===== src/shared/sci_consts.vh =====
// Functional notes
// (RL1) frame: start, 8/9 data, one stop
// (RL2) data shifted least significant bit first
// (RL3) idle high, start low, stop high
// (RL4) break is full frame of zeros
// (RL5) shift clock only on data bits
// (RL6) data write starts transmission on bit clock
// (RL7) buffer move sets tx_buffer_empty, interrupt
// (RL8) shifting done, nothing pending: tx_done_flag
// (RL9) disabled and drained also sets tx_done_flag
// (RL10) disable mid-character finishes that character
// (RL11) received byte moved, rx_buffer_full, interrupt
// (RL12) overrun, noise and framing error flags
// (RL13) idle flag with enable requests interrupt
// (RL14) idle needs a prior valid character
// (RL15) prescaler ahead of separate rate selectors
// (RL16) fixed divide-by-16 ahead of transmitter
// (RL17) software changes rates only when disabled; the rate register here accepts writes at any time
// (RL18) control registers hold listed control bits
// (RL19) rx_sleep inhibits all receiver status flags
// (RL20) idle detection suppressed while sleeping
// (RL21) wake condition clears rx_sleep in hardware
// (RL22) transmitter and receiver run independently
// (RL23) idle wake after a frame of ones
// (RL24) address-mark wake on character msb set
// (RL25) sixteen-fold sampling, majority of 8,9,10
// (RL26) start verified by three samples, noise
// (RL27) break sent in whole frame units
// (RL28) preamble idle frame after enabling
`ifndef SCI_CONSTS_VH
`define SCI_CONSTS_VH
// register byte offsets
`define SCI_OFS_DATA 8'h00
`define SCI_OFS_CTL1 8'h04
`define SCI_OFS_CTL2 8'h08
`define SCI_OFS_FLAG 8'h0C
`define SCI_OFS_RATE 8'h10
// serial_ctl_one fields
`define SCI_C1_RX8 7
`define SCI_C1_TX8 6
`define SCI_C1_NINE 4
`define SCI_C1_WAKE 3
`define SCI_C1_CPOL 2
`define SCI_C1_CPHA 1
`define SCI_C1_LAST 0
// serial_ctl_two fields
`define SCI_C2_TXIE 7
`define SCI_C2_TX_DONE_IRQ_EN 6
`define SCI_C2_RXIE 5
`define SCI_C2_ILIE 4
`define SCI_C2_TXON 3
`define SCI_C2_RXON 2
`define SCI_C2_SLEEP 1
`define SCI_C2_BRK 0
// serial_flags_reg fields
`define SCI_F_TX_BUFFER_EMPTY 7
`define SCI_F_TC 6
`define SCI_F_RBF 5
`define SCI_F_IDLE 4
`define SCI_F_OVR 3
`define SCI_F_NOISE 2
`define SCI_F_FRM 1
// reset values
`define SCI_RST_CTL 8'h00
`define SCI_RST_RATE 8'h00
// timing: receive oversampling and sample positions (zero based)
`define SCI_OVERSAMPLE 4'hF
`define SCI_SMP_A 4'h7
`define SCI_SMP_B 4'h8
`define SCI_SMP_C 4'h9
`define SCI_VER_A 4'h2
`define SCI_VER_B 4'h4
`define SCI_VER_C 4'h6
// frame lengths in bits
`define SCI_FRAME8 4'hA
`define SCI_FRAME9 4'hB
`endif


===== src/core/sci_top.v =====
// The implementer's own choices: the AXI4-Lite slave port and the register addresses.
`timescale 1ns/1ps
`default_nettype none
`include "sci_consts.vh"
module sci_top (
	input wire aclk, // bus clock, 250 MHz
	input wire aresetn, // synchronous reset, active low
	input wire [7:0] s_axi_awaddr, // write address
	input wire s_axi_awvalid, // write address valid
	output reg s_axi_awready, // write address ready
	input wire [31:0] s_axi_wdata, // write data
	input wire [3:0] s_axi_wstrb, // write byte strobes
	input wire s_axi_wvalid, // write data valid
	output reg s_axi_wready, // write data ready
	output reg [1:0] s_axi_bresp, // write response
	output reg s_axi_bvalid, // write response valid
	input wire s_axi_bready, // write response ready
	input wire [7:0] s_axi_araddr, // read address
	input wire s_axi_arvalid, // read address valid
	output reg s_axi_arready, // read address ready
	output reg [31:0] s_axi_rdata, // read data
	output reg [1:0] s_axi_rresp, // read response
	output reg s_axi_rvalid, // read data valid
	input wire s_axi_rready, // read data ready
	input wire rx_line, // serial receive pin
	output reg tx_line, // serial transmit pin
	output reg tx_line_oe, // transmit pin drive enable
	output reg sclk_o, // synchronous shift clock pin
	output reg sclk_oe, // shift clock drive enable
	output reg sci_irq // combined interrupt request
);
	// one-hot state codes
	localparam [3:0] TX_IDLE = 4'b0001;
	localparam [3:0] TX_PRE = 4'b0010;
	localparam [3:0] TX_BRK = 4'b0100;
	localparam [3:0] TX_DATA = 4'b1000;
	localparam [2:0] RX_IDLE = 3'b001;
	localparam [2:0] RX_VER = 3'b010;
	localparam [2:0] RX_BITS = 3'b100;

	// tick when the low sel bits of the chain are all ones
	function sel_tick;
		input [7:0] chain;
		input [2:0] sel;
		reg [7:0] mask;
		begin
			mask = (8'h01 << sel) - 8'h01;
			sel_tick = ((chain & mask) == mask);
		end
	endfunction

	// majority of three samples
	function maj3;
		input [2:0] s;
		begin
			maj3 = (s[0] & s[1]) | (s[0] & s[2]) | (s[1] & s[2]);
		end
	endfunction

	// software state
	reg [7:0] ctl1_r; // serial_ctl_one
	reg [7:0] ctl2_r; // serial_ctl_two
	reg [7:0] rate_r; // prescale, tx and rx rate selects
	reg [7:0] tdr_r; // transmit holding byte
	reg [7:0] rdr_r; // received byte
	reg rx8_r; // received ninth bit
	reg tx_buffer_empty_r, tc_r, rbf_r, idle_r, ovr_r, nf_r, fe_r; // status flags
	// bus slave bookkeeping
	reg aw_got_r, w_got_r; // address or data held
	reg [7:0] awaddr_q_r; // held write address
	reg [7:0] wdata_q_r; // held write byte
	reg wlane_q_r; // low byte lane enabled
	// rate generation
	reg [2:0] pcnt_r; // prescale counter
	reg [7:0] chain_r; // divider chain after prescaler
	reg [3:0] tx16_r; // fixed divide-by-16 for transmitter
	// transmitter
	reg [3:0] tx_st_r; // transmitter state
	reg [10:0] txsh_r; // transmit shift register
	reg [3:0] txcnt_r; // bits left in current frame
	reg [3:0] txidx_r; // index of bit on the line
	reg pre_pend_r; // preamble owed after enabling
	reg txon_d_r; // tx_on delayed, for enable edge
	// receiver
	reg rxs1_r, rxs2_r; // input synchroniser
	reg rx_prev_r; // line at previous sample tick
	reg [2:0] rx_st_r; // receiver state
	reg [3:0] rt_r; // sample tick inside bit
	reg [3:0] ridx_r; // bit index in frame
	reg [2:0] smp_r; // sample shift register
	reg [1:0] vz_r; // zero count of verify samples
	reg [8:0] rxsh_r; // receive shift register
	reg rnz_r; // noise seen in this frame
	reg got_char_r; // valid character since last idle
	reg [7:0] idle_cnt_r; // ticks of continuous high

	wire nine = ctl1_r[`SCI_C1_NINE];
	wire tx_on = ctl2_r[`SCI_C2_TXON];
	wire rx_on = ctl2_r[`SCI_C2_RXON];
	wire sleep = ctl2_r[`SCI_C2_SLEEP];
	wire [3:0] nbits = nine ? `SCI_FRAME9 : `SCI_FRAME8;

	// bus handshake terms
	wire aw_hs = s_axi_awvalid & s_axi_awready;
	wire w_hs = s_axi_wvalid & s_axi_wready;
	wire ar_hs = s_axi_arvalid & s_axi_arready;
	wire do_wr = aw_got_r & w_got_r & ~s_axi_bvalid;
	wire aw_got_nxt = aw_got_r ? ~do_wr : aw_hs;
	wire w_got_nxt = w_got_r ? ~do_wr : w_hs;
	wire bvalid_nxt = do_wr | (s_axi_bvalid & ~s_axi_bready);
	wire rvalid_nxt = ar_hs | (s_axi_rvalid & ~s_axi_rready);
	wire wr_en = do_wr & wlane_q_r;
	wire wr_data = wr_en & (awaddr_q_r == `SCI_OFS_DATA);
	wire wr_flag = wr_en & (awaddr_q_r == `SCI_OFS_FLAG);
	wire rd_data = ar_hs & (s_axi_araddr == `SCI_OFS_DATA);

	// AXI4-Lite write channel: address and data in either order
	always @(posedge aclk) begin
		if (!aresetn) begin
			aw_got_r <= 1'b0;
			w_got_r <= 1'b0;
			s_axi_awready <= 1'b0;
			s_axi_wready <= 1'b0;
			s_axi_bvalid <= 1'b0;
			s_axi_bresp <= 2'h0;
			awaddr_q_r <= 8'h00;
			wdata_q_r <= 8'h00;
			wlane_q_r <= 1'b0;
		end else begin
			aw_got_r <= aw_got_nxt;
			w_got_r <= w_got_nxt;
			// ready reopens only after the response is taken
			s_axi_awready <= ~aw_got_nxt & ~bvalid_nxt;
			s_axi_wready <= ~w_got_nxt & ~bvalid_nxt;
			s_axi_bvalid <= bvalid_nxt;
			if (aw_hs) begin
				awaddr_q_r <= s_axi_awaddr;
			end
			if (w_hs) begin
				wdata_q_r <= s_axi_wdata[7:0];
				wlane_q_r <= s_axi_wstrb[0];
			end
			if (do_wr) begin
				// unmapped offsets answer with slave error
				s_axi_bresp <= (awaddr_q_r > `SCI_OFS_RATE ||
					awaddr_q_r[1:0] != 2'h0) ? 2'h2 : 2'h0;
			end
		end
	end

	// AXI4-Lite read channel: data one cycle after address
	always @(posedge aclk) begin
		if (!aresetn) begin
			s_axi_arready <= 1'b0;
			s_axi_rvalid <= 1'b0;
			s_axi_rdata <= 32'h00000000;
			s_axi_rresp <= 2'h0;
		end else begin
			s_axi_arready <= ~rvalid_nxt;
			s_axi_rvalid <= rvalid_nxt;
			if (ar_hs) begin
				s_axi_rresp <= 2'h0;
				case (s_axi_araddr)
				`SCI_OFS_DATA: s_axi_rdata <= {24'h000000, rdr_r};
				`SCI_OFS_CTL1: s_axi_rdata <= {24'h000000, rx8_r,
					ctl1_r[6:0]};
				`SCI_OFS_CTL2: s_axi_rdata <= {24'h000000, ctl2_r};
				`SCI_OFS_FLAG: s_axi_rdata <= {24'h000000, tx_buffer_empty_r, tc_r,
					rbf_r, idle_r, ovr_r, nf_r, fe_r, 1'b0};
				`SCI_OFS_RATE: s_axi_rdata <= {24'h000000, rate_r};
				default: begin
					s_axi_rdata <= 32'h00000000;
					s_axi_rresp <= 2'h2;
				end
				endcase
			end
		end
	end

	// rate generator: prescaler, then shared chain of dividers
	wire [2:0] pdiv = (3'h1 << rate_r[7:6]) - 3'h1;
	wire pre_tick = (pcnt_r >= pdiv);
	// (RL15) separate rate taps
	wire rx_tick = pre_tick & sel_tick(chain_r, rate_r[2:0]);
	wire tx_tick = pre_tick & sel_tick(chain_r, rate_r[5:3]);
	// (RL16) divide by sixteen
	wire tx_bit = tx_tick & (tx16_r == `SCI_OVERSAMPLE);
	always @(posedge aclk) begin
		if (!aresetn) begin
			pcnt_r <= 3'h0;
			chain_r <= 8'h00;
			tx16_r <= 4'h0;
		end else begin
			pcnt_r <= pre_tick ? 3'h0 : pcnt_r + 3'h1;
			if (pre_tick) begin
				chain_r <= chain_r + 8'h01;
			end
			if (tx_tick) begin
				tx16_r <= tx16_r + 4'h1;
			end
		end
	end

	// transmitter: next frame chosen at the end of a frame, or at any bit boundary while idle
	wire tx_fin = tx_bit & ((tx_st_r == TX_IDLE) || (txcnt_r == 4'h1));
	wire ld_brk = tx_fin & tx_on & ctl2_r[`SCI_C2_BRK];
	wire ld_pre = tx_fin & tx_on & ~ld_brk & pre_pend_r;
	wire ld_dat = tx_fin & tx_on & ~ld_brk & ~pre_pend_r & ~tx_buffer_empty_r;
	wire tx_end = tx_fin & ~ld_brk & ~ld_pre & ~ld_dat &
		(tx_st_r != TX_IDLE);
	always @(posedge aclk) begin
		if (!aresetn) begin
			tx_st_r <= TX_IDLE;
			txsh_r <= 11'h7FF;
			txcnt_r <= 4'h0;
			txidx_r <= 4'h0;
			pre_pend_r <= 1'b0;
			txon_d_r <= 1'b0;
		end else begin
			txon_d_r <= tx_on;
			// (RL28) preamble owed
			if (tx_on & ~txon_d_r) begin
				pre_pend_r <= 1'b1;
			end else if (ld_pre) begin
				pre_pend_r <= 1'b0;
			end
			txidx_r <= tx_fin ? 4'h0 : (tx_bit ? txidx_r + 4'h1 : txidx_r);
			if (tx_fin) begin
				txcnt_r <= nbits;
				case (1'b1)
				// (RL27) whole break frames
				ld_brk: begin
					tx_st_r <= TX_BRK;
					txsh_r <= 11'h000;
				end
				// (RL3) ones frame
				ld_pre: begin
					tx_st_r <= TX_PRE;
					txsh_r <= 11'h7FF;
				end
				// (RL1) start, data, stop
				ld_dat: begin
					tx_st_r <= TX_DATA;
					txsh_r <= {1'b1, nine ? ctl1_r[`SCI_C1_TX8] : 1'b1,
						tdr_r, 1'b0};
				end
				// (RL10) only stops between frames
				default: begin
					tx_st_r <= TX_IDLE;
					txsh_r <= 11'h7FF;
				end
				endcase
			end else if (tx_bit) begin
				// (RL2) lsb leaves first
				txsh_r <= {1'b1, txsh_r[10:1]};
				txcnt_r <= txcnt_r - 4'h1;
			end
		end
	end

	// pins: line follows shift register; clock only on data bits
	wire tx_busy = (tx_st_r != TX_IDLE);
	wire [3:0] last_dat = nbits - 4'h2;
	wire sclk_act = (tx_st_r == TX_DATA) && (txidx_r != 4'h0) &&
		((txidx_r < last_dat) ||
		(txidx_r == last_dat && ctl1_r[`SCI_C1_LAST]));
	always @(posedge aclk) begin
		if (!aresetn) begin
			tx_line <= 1'b1;
			tx_line_oe <= 1'b0;
			sclk_o <= 1'b0;
			sclk_oe <= 1'b0;
		end else begin
			tx_line <= tx_busy ? txsh_r[0] : 1'b1;
			tx_line_oe <= tx_on | tx_busy;
			sclk_oe <= tx_on | tx_busy;
			// (RL5) data-bit clock
			sclk_o <= ctl1_r[`SCI_C1_CPOL] ^ (sclk_act &
				(tx16_r[3] ^ ctl1_r[`SCI_C1_CPHA]));
		end
	end

	// receiver input synchroniser
	always @(posedge aclk) begin
		if (!aresetn) begin
			rxs1_r <= 1'b1;
			rxs2_r <= 1'b1;
		end else begin
			rxs1_r <= rx_line;
			rxs2_r <= rxs1_r;
		end
	end

	// receiver decisions at sample tick nine of a bit
	wire [2:0] smp_now = {rxs2_r, smp_r[1:0]};
	wire vote = maj3(smp_now);
	wire bit_nz = ~(&smp_now) & (|smp_now);
	wire at_vote = rx_tick & (rx_st_r == RX_BITS) & (rt_r == `SCI_SMP_C);
	wire fr_end = at_vote & (ridx_r == nbits - 4'h1);
	wire [7:0] rx_byte = nine ? rxsh_r[7:0] : rxsh_r[8:1];
	wire rx_msb = rxsh_r[8];
	// (RL24) address-mark wake
	wire wake_adr = fr_end & sleep & ctl1_r[`SCI_C1_WAKE] & rx_msb;
	wire rx_live = fr_end & ~sleep | wake_adr;
	wire [7:0] idle_lim = {nbits, 4'h0} - 8'h01;
	wire idle_evt = rx_tick & rx_on & rxs2_r & (idle_cnt_r == idle_lim);
	// (RL23) idle-line wake
	wire wake_idl = idle_evt & sleep & ~ctl1_r[`SCI_C1_WAKE];
	// (RL20) no idle detect asleep
	wire idle_set = idle_evt & ~sleep & got_char_r;

	// receiver state machine
	always @(posedge aclk) begin
		if (!aresetn) begin
			rx_st_r <= RX_IDLE;
			rt_r <= 4'h0;
			ridx_r <= 4'h0;
			smp_r <= 3'h7;
			vz_r <= 2'h0;
			rxsh_r <= 9'h000;
			rnz_r <= 1'b0;
			rx_prev_r <= 1'b1;
			idle_cnt_r <= 8'h00;
		end else if (!rx_on) begin
			rx_st_r <= RX_IDLE;
			rx_prev_r <= 1'b1;
			idle_cnt_r <= 8'h00;
		end else if (rx_tick) begin
			rx_prev_r <= rxs2_r;
			// count continuous high, saturating at one frame
			if (!rxs2_r) begin
				idle_cnt_r <= 8'h00;
			end else if (idle_cnt_r != idle_lim + 8'h01) begin
				idle_cnt_r <= idle_cnt_r + 8'h01;
			end
			rt_r <= rt_r + 4'h1;
			case (rx_st_r)
			RX_IDLE: begin
				// falling edge needs a high first, so a break
				// holds off the next start until the line rises
				if (rx_prev_r & ~rxs2_r) begin
					rx_st_r <= RX_VER;
					rt_r <= 4'h1;
					vz_r <= 2'h0;
					rnz_r <= 1'b0;
					ridx_r <= 4'h0;
				end
			end
			RX_VER: begin
				// (RL26) verification samples
				if (rt_r == `SCI_VER_A || rt_r == `SCI_VER_B ||
					rt_r == `SCI_VER_C) begin
					if (!rxs2_r) begin
						vz_r <= vz_r + 2'h1;
					end else begin
						rnz_r <= 1'b1;
					end
				end
				if (rt_r == `SCI_VER_C) begin
					rx_st_r <= (vz_r + {1'b0, ~rxs2_r} >= 2'h2) ?
						RX_BITS : RX_IDLE;
				end
			end
			RX_BITS: begin
				// (RL25) three samples, majority
				if (rt_r == `SCI_SMP_A || rt_r == `SCI_SMP_B) begin
					smp_r <= {smp_r[1:0], rxs2_r};
				end
				if (rt_r == `SCI_SMP_C) begin
					if (bit_nz) begin
						rnz_r <= 1'b1;
					end
					// (RL2) first bit lands lowest
					if (ridx_r != 4'h0 && ridx_r != nbits - 4'h1) begin
						rxsh_r <= {vote, rxsh_r[8:1]};
					end
					if (fr_end) begin
						rx_st_r <= RX_IDLE;
						rx_prev_r <= vote;
					end
				end
				if (rt_r == `SCI_OVERSAMPLE) begin
					ridx_r <= ridx_r + 4'h1;
				end
			end
			default: rx_st_r <= RX_IDLE;
			endcase
		end
	end

	// registers and flags; a hardware set beats a software clear
	always @(posedge aclk) begin
		if (!aresetn) begin
			ctl1_r <= `SCI_RST_CTL;
			ctl2_r <= `SCI_RST_CTL;
			rate_r <= `SCI_RST_RATE;
			tdr_r <= 8'h00;
			rdr_r <= 8'h00;
			rx8_r <= 1'b0;
			tx_buffer_empty_r <= 1'b1;
			tc_r <= 1'b1;
			rbf_r <= 1'b0;
			idle_r <= 1'b0;
			ovr_r <= 1'b0;
			nf_r <= 1'b0;
			fe_r <= 1'b0;
			got_char_r <= 1'b0;
		end else begin
			// (RL18) control fields
			if (wr_en && awaddr_q_r == `SCI_OFS_CTL1) begin
				ctl1_r <= wdata_q_r;
			end
			// (RL17) rates written any time
			if (wr_en && awaddr_q_r == `SCI_OFS_RATE) begin
				rate_r <= wdata_q_r;
			end
			// (RL21) wake clears sleep
			if (wake_adr | wake_idl) begin
				ctl2_r <= {ctl2_r[7:2], 1'b0, ctl2_r[0]};
			end else if (wr_en && awaddr_q_r == `SCI_OFS_CTL2) begin
				ctl2_r <= wdata_q_r;
			end
			// (RL6) data write loads the holding byte
			if (wr_data) begin
				tdr_r <= wdata_q_r;
			end
			// (RL7) move to shifter empties buffer
			if (ld_dat) begin
				tx_buffer_empty_r <= 1'b1;
			end else if (wr_data) begin
				tx_buffer_empty_r <= 1'b0;
			end
			// (RL8) (RL9) drained with nothing pending
			if (tx_end) begin
				tc_r <= 1'b1;
			// a load also clears, so a byte written as the
			// shifter drains cannot leave the flag standing
			end else if (wr_data || ld_dat || ld_pre || ld_brk ||
				(wr_flag && wdata_q_r[`SCI_F_TC])) begin
				tc_r <= 1'b0;
			end
			// (RL11) (RL19) move byte unless asleep, but an address-mark wake byte is moved
			if (rx_live & ~rbf_r) begin
				rdr_r <= rx_byte;
				rx8_r <= rxsh_r[8];
				rbf_r <= 1'b1;
			end else if (rd_data || (wr_flag && wdata_q_r[`SCI_F_RBF])) begin
				rbf_r <= 1'b0;
			end
			// (RL12) overrun keeps the older byte
			if (rx_live & rbf_r) begin
				ovr_r <= 1'b1;
			end else if (wr_flag && wdata_q_r[`SCI_F_OVR]) begin
				ovr_r <= 1'b0;
			end
			// stop-bit noise is voted in the same tick, so use it direct
			if (rx_live & (rnz_r | bit_nz)) begin
				nf_r <= 1'b1;
			end else if (wr_flag && wdata_q_r[`SCI_F_NOISE]) begin
				nf_r <= 1'b0;
			end
			// (RL4) stop low: framing or break
			if (rx_live & ~vote) begin
				fe_r <= 1'b1;
			end else if (wr_flag && wdata_q_r[`SCI_F_FRM]) begin
				fe_r <= 1'b0;
			end
			// (RL14) idle armed by a character
			if (rx_live & vote) begin
				got_char_r <= 1'b1;
			end else if (idle_set) begin
				got_char_r <= 1'b0;
			end
			if (idle_set) begin
				idle_r <= 1'b1;
			end else if (wr_flag && wdata_q_r[`SCI_F_IDLE]) begin
				idle_r <= 1'b0;
			end
		end
	end

	// (RL13) interrupt request
	always @(posedge aclk) begin
		if (!aresetn) begin
			sci_irq <= 1'b0;
		end else begin
			sci_irq <= (tx_buffer_empty_r & ctl2_r[`SCI_C2_TXIE]) |
				(tc_r & ctl2_r[`SCI_C2_TX_DONE_IRQ_EN]) |
				((rbf_r | ovr_r) & ctl2_r[`SCI_C2_RXIE]) |
				(idle_r & ctl2_r[`SCI_C2_ILIE]);
		end
	end
	// (RL22) both directions run concurrently above
endmodule // sci_top
`default_nettype wire


===== config.mk =====
export PLATFORM = sky130hd
export DESIGN_NAME = sci_top
export DESIGN_NICKNAME = d
export VERILOG_FILES = /design/src/core/sci_top.v
export VERILOG_INCLUDE_DIRS = /design/src /design/src/shared
export SDC_FILE = /design/constraint.sdc
export NUM_CORES = 1
export LEC_CHECK = 0
export BUFFER_PORTS_ARGS = -buffer_cell sky130_fd_sc_hd__clkbuf_2
export CELL_PAD_IN_SITES_DETAIL_PLACEMENT = 1
export CELL_PAD_IN_SITES_GLOBAL_PLACEMENT = 1
export CORE_MARGIN = 2
export CORE_UTILIZATION = 39
export CTS_BUF_LIST = sky130_fd_sc_hd__clkbuf_16
export CTS_CLUSTER_DIAMETER = 60
export CTS_CLUSTER_SIZE = 12
export DETAILED_ROUTE_END_ITERATION = 12
export PLACE_DENSITY_LB_ADDON = 0.1
export RECOVER_POWER = 50
export SYNTH_ARGS = -nofsm -noshare
export SYNTH_HDL_FRONTEND = slang
export SYNTH_SLANG_ARGS = --single-unit

===== constraint.sdc =====
create_clock -name aclk -period 2.61 [get_ports aclk]
set_input_delay 0.261 -clock aclk [delete_from_list [all_inputs] [get_ports aclk]]
set_output_delay 0.261 -clock aclk [all_outputs]
set_load 0.01 [all_outputs]

==> results of run 1 <==
cell type report:
cell class	count	area (um2)
Fill cell	2422	10900
Multi-Input combinational cell	704	4310
Sequential cell	161	3220
Timing Repair Buffer	103	627
Clock buffer	17	425
Tap cell	270	338
Clock inverter	15	165
Inverter	27	101
cell usage after synthesis, types with 3 or more instances:
library cell / number
nand4_1: 9
o22ai_1: 4
mux2i_1: 51
a31oi_1: 14
nand3b_1: 9
inv_1: 25
nor4_1: 6
o311ai_1: 10
or2_1: 4
buf_1: 3
and2_1: 7
a22oi_1: 9
nor2b_1: 7
xor2_1: 5
o21ai_0: 15
a21o_1: 3
buf_4: 27
or3_1: 9
o21a_1: 7
nand2b_1: 14
xnor2_1: 10
mux2_1: 6
o211ai_1: 5
ha_1: 21
a221oi_1: 9
buf_2: 8
a211oi_1: 3
a21boi_1: 6
nand4b_1: 3
nor2_1: 99
dfxtp_1: 161
nor3_1: 20
o41ai_1: 3
nand2_1: 142
nor3b_1: 4
nor4b_1: 4
and3_1: 11
nand3_1: 30
a21oi_1: 58
o21ai_1: 19
clkbuf_1: 43
worst reg2reg max path, stage by stage, from the launching register on:
cell      delay (ns)
dfxtp_1         0.31
or3_1           0.37
ha_1            0.28
nor2_1          0.05
a31oi_2         0.23
o221ai_4        0.21
nor4_2          0.36
buf_4           0.28
mux2i_1         0.22
nor2_1          0.06
per-stage QoR:
step | TNS (ns) | setup WS (ns) | total power, mW | util [%] | instance area [um2]
2_1_floorplan | 0 | 0.0513 | 2.76 | - | 8020
3_3_place_gp | 0 | 0.161 | 2.83 | 42.9 | 8620
3_5_place_dp | 0 | 0.101 | 2.84 | 42.9 | 8620
4_1_cts | 0 | 0.0761 | 5.39 | 45.9 | 9220
5_1_grt | -0.207 | -0.0365 | 5.53 | 45.7 | 9190
6_report | 0 | 0.0800 | 5.32 | 45.7 | 9190
cells by family after synthesis:
group | Yosys count | share of synthesized area (%)
AO/OA/AOI/OAI | 192 | 16.7
other | 1 | 0.0473
adder cells (fa/ha/maj) | 22 | 3.44
buffers and inverters | 109 | 6.67
multiplexers | 59 | 7.58
AND/OR/NAND/NOR | 390 | 23.2
flip-flops | 161 | 40.7
XOR/XNOR | 15 | 1.66
report_power, final:
part	internal (mW)	leakage, nW	switching (mW)
Clock	1.37	0.292	1.18
Combinational	0.0777	1.91	0.155
Sequential	2.49	1.30	0.0499
layout by cell type, fill, tap and decap left out, types with 6 or more instances in the layout:
| cell | instances |
|---|---|
| dfxtp_1 | 161 |
| ha_1 | 21 |
| nand3_1 | 30 |
| inv_6 | 6 |
| o21ai_1 | 19 |
| a22oi_1 | 9 |
| xnor2_1 | 9 |
| o21ai_0 | 15 |
| a21boi_1 | 6 |
| clkbuf_1 | 29 |
| clkbuf_16 | 17 |
| o311ai_1 | 10 |
| nand2b_1 | 13 |
| or3_1 | 9 |
| nor3_1 | 19 |
| a21oi_1 | 58 |
| conb_1 | 26 |
| nand2_1 | 142 |
| a221oi_1 | 9 |
| nand3b_1 | 9 |
| clkbuf_2 | 31 |
| o21a_1 | 7 |
| and3_1 | 11 |
| mux2i_1 | 51 |
| nand4_1 | 9 |
| a31oi_1 | 13 |
| inv_1 | 25 |
| buf_4 | 39 |
| nor2_1 | 99 |
| nor2b_1 | 7 |
| mux2_1 | 6 |
per-layer routing:
layer  GRT usage (%)  share of wire (%)  wire (um)
met2            37.7                 50      11400
met1            27.8                 46      10600
met3            3.66                2.8        634
met4            6.26                1.5        338
met5               0                  0          0
worst max-delay path by stage:
| stage | start | endpoint | slack [ns] | cells after the start |
|---|---|---|---|---|
| 6_report | rate_r[0]$_SDFFE_PN0P_ | rx8_r$_SDFFE_PN0P_ | 0.08 | 9 |
| 5_1_grt | rate_r[0]$_SDFFE_PN0P_ | vz_r[1]$_SDFFE_PN0P_ | -0.04 | 9 |
| 4_1_cts | rate_r[0]$_SDFFE_PN0P_ | rx8_r$_SDFFE_PN0P_ | 0.08 | 9 |
| 3_5_place_dp | rate_r[0]$_SDFFE_PN0P_ | vz_r[1]$_SDFFE_PN0P_ | 0.10 | 9 |
| 3_3_place_gp | rate_r[0]$_SDFFE_PN0P_ | rx_st_r[1]$_SDFFE_PN0P_ | 0.16 | 10 |
| 2_1_floorplan | rate_r[0]$_SDFFE_PN0P_ | rdr_r[2]$_SDFFE_PN0P_ | 0.05 | 11 |
timing repair:
| action | in CTS | in global routing |
|---|---|---|
| endpoints found under the setup margin | 0 | 14 |
| hold buffers | 1 | 0 |
| resized for setup | 0 | 6 |
| endpoints found under the hold margin | 1 | 0 |
==> results.json, run 1 <==
{
  "status": "finished, final reports clean",
  "reg_top3": "txsh_r (11), rxsh_r (9)",
  "cap_violations": 0,
  "slew_headroom_pct": 32.5,
  "path_cells": "or3_1 > ha_1 > nor2_1 > a31oi_2 > o221ai_4 > nor4_2 > buf_4 > mux2i_1 > nor2_1",
  "synthArstFlopShare_pct": 0,
  "path_max_fanout": 10,
  "peakVddDrop_mv": 0.448,
  "min_path_cells": 3,
  "drcViolationCount": 0,
  "grt_overflow_total": 0,
  "syn_avg_cell_area_um2": 8.35,
  "cts_tree": "built",
  "timing.hold.ws_ns": 0.0390,
  "cpPeakStageDelay_ns": 0.37,
  "regMostFlops": "txsh_r",
  "path_clk_slew_ns": 0.07,
  "finalCritPeriodShare_pct": 96.9,
  "worst-path-buf-inv": 1,
  "clock-root-buffer": "clkbuf_16",
  "num_vias": 6873,
  "fmax_ghz": 0.395,
  "min_from": "s_axi_wdata[3]",
  "yosys_most_used_dff": "dfxtp_1",
  "ys_seq_area_share_pct": 40.7,
  "first_pass_iters": 4,
  "synth.area.top_cells": "dfxtp_1 (41%), nand2_1 (6.7%), mux2i_1 (6.4%)",
  "required_ns": 2.88,
  "wl_mm": 23.0,
  "dp_hpwl_mm": 16.1,
  "largest_register_ffs": 11,
  "skew_ns": 0.0127,
  "port_buffers": 52,
  "reg2reg_depth": 9,
  "crit_family": "simple AND/OR/NAND/NOR gates",
  "drive_above_1_share_pct": 12.4,
  "dieArea_um2": 21500,
  "stdcell_count": 1297,
  "r2r_end": "rx8_r$_SDFFE_PN0P_",
  "die_h_um": 147,
  "core_um2": 20100,
  "cp_slowest_cell": "or3_1",
  "start_util_pct": 39.4,
  "worstSetupEndpointType": "flop",
  "gp_congestion": 0.743,
  "synthCells": 949,
  "io_pins": 106,
  "cts_post_setup_buffers_inserted": 0,
  "hold_viol": 0,
  "ys_seq_elements": 161,
  "timing.rr.start": "rate_r[0]$_SDFFE_PN0P_",
  "ys.warnings.count": 0,
  "ant_nets": 0,
  "antennaDiodeCount": 0,
  "netlist_area_um2": 7920,
  "placementRows": 52,
  "area_growth_pct": 16.0,
  "p_leak_nw": 3.51,
  "r2r_slack_ns": 0.08,
  "h-tree-depth": 4,
  "antenna_found_initial": 0,
  "fp.dieW_um": 147,
  "grt_start_max_net_pins": 63,
  "yosysTopAreaCell": "dfxtp_1",
  "grt_pass1_vias": 7048,
  "vias_per_cell": 5.30,
  "grt_usage_pct": 21.7,
  "arrival_ns": 2.80,
  "cts-buffers-inserted": 17,
  "clk_latency_ns": 0.43,
  "nNetsFinal": 1095,
  "hold_path.class": "in -> reg",
  "synth_edf_count": 0,
  "synthDistinctLibCells": 76,
  "finalMaxSlewViolations": 0,
  "wl_per_cell_um": 17.7,
  "grt_pass1_wl_mm": 37.5,
  "cp_common_cell": "nor2_1",
  "setup.worst_path.start_class": "flop",
  "drt_iter0_drc": 277,
  "synth_top_area_share_pct": 40.7,
  "worstSetupPathType": "reg -> reg",
  "setup_viol": 0,
  "clockBufferDepth": 2,
  "fin_crit_ns": 2.53,
  "clkSinkCount": 161,
  "whs_endpoint": "wdata_q_r[3]$_SDFFE_PN0P_",
  "worstMarginPinSlew_ns": 1.01,
  "power_density_nw_per_um2": 579,
  "dp_cells": 1264
}
(Power assumes the default switching activity.)
==> run 2, diff against run 1 <==
==> config.mk (replaced) <==
export PLATFORM = sky130hd
export DESIGN_NAME = sci_top
export DESIGN_NICKNAME = d
export VERILOG_FILES = /design/src/core/sci_top.v
export VERILOG_INCLUDE_DIRS = /design/src /design/src/shared
export SDC_FILE = /design/constraint.sdc
export NUM_CORES = 1
export LEC_CHECK = 0
export BUFFER_PORTS_ARGS = -buffer_cell sky130_fd_sc_hd__buf_2
export CELL_PAD_IN_SITES_DETAIL_PLACEMENT = 1
export CELL_PAD_IN_SITES_GLOBAL_PLACEMENT = 1
export CORE_MARGIN = 2
export CORE_UTILIZATION = 40
export CTS_BUF_LIST = sky130_fd_sc_hd__clkbuf_8
export CTS_CLUSTER_DIAMETER = 60
export CTS_CLUSTER_SIZE = 12
export DETAILED_ROUTE_END_ITERATION = 12
export PLACE_DENSITY = 0.86
export RECOVER_POWER = 50
export SYNTH_ARGS = -nofsm -noshare
export SYNTH_HDL_FRONTEND = slang
export SYNTH_SLANG_ARGS = --single-unit
==> run 2 against run 1 <==
  * Flip-flop and latch count did not move
  * Die area fell by 2.4%
  * Non-clock buffer count rose by 13
  * Worst setup slack got worse by 0.015 ns
  * Register-to-register slack barely moved
  * Utilization rose by 1.5 points
  * Final cell count rose by 0.62%
  * Wire length rose by 4.6%
  * Global-route usage rose by 2.0 points
  * Critical path type unchanged
  * Largest power group is now registers
  * Highest routed layer unchanged
==> results.json, run 2 (same netlist as run 1, synthesis figures left out) <==
{
  "hold_viol": 0,
  "path_max_fanout": 7,
  "cpPeakStageDelay_ns": 0.37,
  "worstSetupEndpointType": "flop",
  "fp.dieW_um": 145,
  "area_growth_pct": 16.0,
  "final_cell_mix": "dfxtp_1 (160), nand2_1 (142), nor2_1 (99), a21oi_1 (58), mux2i_1 (51)",
  "cp_slowest_cell": "or3_1",
  "crit_family": "simple AND/OR/NAND/NOR gates",
  "h-tree-depth": 4,
  "reg_top3": "txsh_r (11), rxsh_r (9)",
  "grt_pass1_vias": 7647,
  "peakVddDrop_mv": 0.332,
  "core_um2": 19500,
  "clock-root-buffer": "clkbuf_8",
  "dp_hpwl_mm": 16.2,
  "num_vias": 7324,
  "arrival_ns": 2.97,
  "cts_tree": "built",
  "wl_mm": 24.0,
  "cp.depth": 9,
  "largest_register_ffs": 11,
  "antennaDiodeCount": 0,
  "skew_ns": 0.0298,
  "r2r_slack_ns": 0.07,
  "die_h_um": 145,
  "drt_iter0_drc": 331,
  "cap_violations": 0,
  "wl_per_cell_um": 18.4,
  "setup.worst_path.start_class": "flop",
  "grt_start_max_net_pins": 63,
  "combPwrFrac_pct": 5.6,
  "grt_usage_pct": 23.7,
  "path_cells": "or3_1 > ha_1 > nor2_1 > a31oi_1 > o221ai_4 > nor2_1 > nor4b_4 > buf_2 > mux2i_1",
  "sw_frac_of_total_pct": 28.7,
  "p_leak_nw": 3.52,
  "worstSetupPathType": "reg -> reg",
  "worst-path-buf-inv": 1,
  "start_util_pct": 40.7,
  "antenna_found_initial": 0,
  "fillers": 2339,
  "port_buffers": 52,
  "p_int_mw": 3.29,
  "gp_congestion": 0.852,
  "drcViolationCount": 0,
  "cts-buffers-inserted": 17,
  "status": "finished, final reports clean",
  "io_pins": 106,
  "clockBufferDepth": 2,
  "vias_per_cell": 5.61,
  "ant_nets": 0,
  "seqPwrFrac_pct": 55.1,
  "first_pass_iters": 5,
  "fin_crit_ns": 2.54,
  "clk_latency_ns": 0.50,
  "drive_above_1_share_pct": 13.4,
  "power_density_nw_per_um2": 502,
  "grt_pass1_wl_mm": 38.5,
  "dieArea_um2": 20900,
  "setup_viol": 0,
  "reg2reg_depth": 9,
  "slew_headroom_pct": 50.3,
  "path_clk_slew_ns": 0.10,
  "finalCritPeriodShare_pct": 97.5,
  "clkPwrFrac_pct": 39.3,
  "worstMarginPinSlew_ns": 0.745,
  "placementRows": 51,
  "grt_overflow_total": 0,
  "cp_common_cell": "nor2_1",
  "layout_commonest_cell": "dfxtp_1",
  "regMostFlops": "txsh_r",
  "hold_path.class": "in -> reg",
  "nNetsFinal": 1108,
  "fmax_ghz": 0.393,
  "timing.hold.ws_ns": 0.0368,
  "switchingPower_mw": 1.32,
  "rsz0062_at_grt": "true",
  "required_ns": 3.03,
  "finalMaxSlewViolations": 0,
  "clkSinkCount": 161,
  "min_path_cells": 3,
  "utilization_pct": 47.2
}
## run 2: cell types whose count changed in the layout (fill, tap and decap cells not counted), sizes merged
cell / delta
clkbuf: -38
buf: +37
dlygate4sd3: +14
inv: -3
clkinv: +2
clkinvlp: +2
bufinv: -1
## run 2: tightest hold or removal path, delay by kind of cell
kind | cells | cell delay (ns)
AO/OA/AOI/OAI | 1 | 0.06
AND/OR/NAND/NOR | 1 | 0.06
buffers and inverters | 1 | 0.09
## run 2: cell type report
type / count / area [um2] / area share [%]
flip-flops and latches: 161 / 3230 / 35.1
clock inverters: 15 / 145 / 1.58
clock buffers: 17 / 234 / 2.55
well taps: 265 / 332 / 3.61
inverters: 27 / 101 / 1.10
multi-input cells: 704 / 4350 / 47.3
repair buffers: 116 / 801 / 8.71
## run 2: through the flow
stage,setup TNS (ns),worst slack (ns),instance area [um2],power (mW),std cells
after CTS,0,0.0467,9140,4.63,1303
final,0,0.0653,9190,4.61,1305
after detailed placement,0,0.0559,8610,2.83,1256
after floorplan,0,0.0513,8020,2.76,974
after global placement,0,0.136,8610,2.82,1256
after global routing,-0.192,-0.0339,9190,4.78,1305
## run 2: power by group through the flow
stage               registers, mW  logic [mW]  clock network, mW
floorplan                    2.59       0.170                  0
global placement             2.59       0.227                  0
detailed placement           2.60       0.236                  0
CTS                          2.54       0.256               1.84
global route                 2.55       0.287               1.95
finish                       2.54       0.258               1.81
## run 2: path summary, 6_finish.rpt
kind / startpoint / endpoint
setup / recovery: rate_r[0]$_SDFFE_PN0P_ / rxsh_r[5]$_SDFFE_PN0P_
hold reg to reg: rxs1_r$_SDFF_PN1_ / rxs2_r$_SDFF_PN1_
setup reg to reg: rate_r[0]$_SDFFE_PN0P_ / rxsh_r[5]$_SDFFE_PN0P_
hold / removal: s_axi_wdata[0] / wdata_q_r[0]$_SDFFE_PN0P_
## run 2: timing repair
action / CTS / global route
hold buffers: 15 / 0
setup endpoints to repair: 0 / 25
gates resized for setup: 0 / 17
buffers inserted: 0 / 1
endpoints found under the hold margin: 15 / 0
## run 2: layer usage
| layer | part of all wire [%] | global-route usage [%] | up-vias |
|---|---|---|---|
| met5 | 0 | 0 | - |
| met4 | 2.5 | 9.30 | 0 |
| met3 | 4.3 | 5.59 | 49 |
| met2 | 51 | 42.7 | 176 |
| met1 | 42 | 27.0 | 3648 |
| li1 | - | - | 3451 |
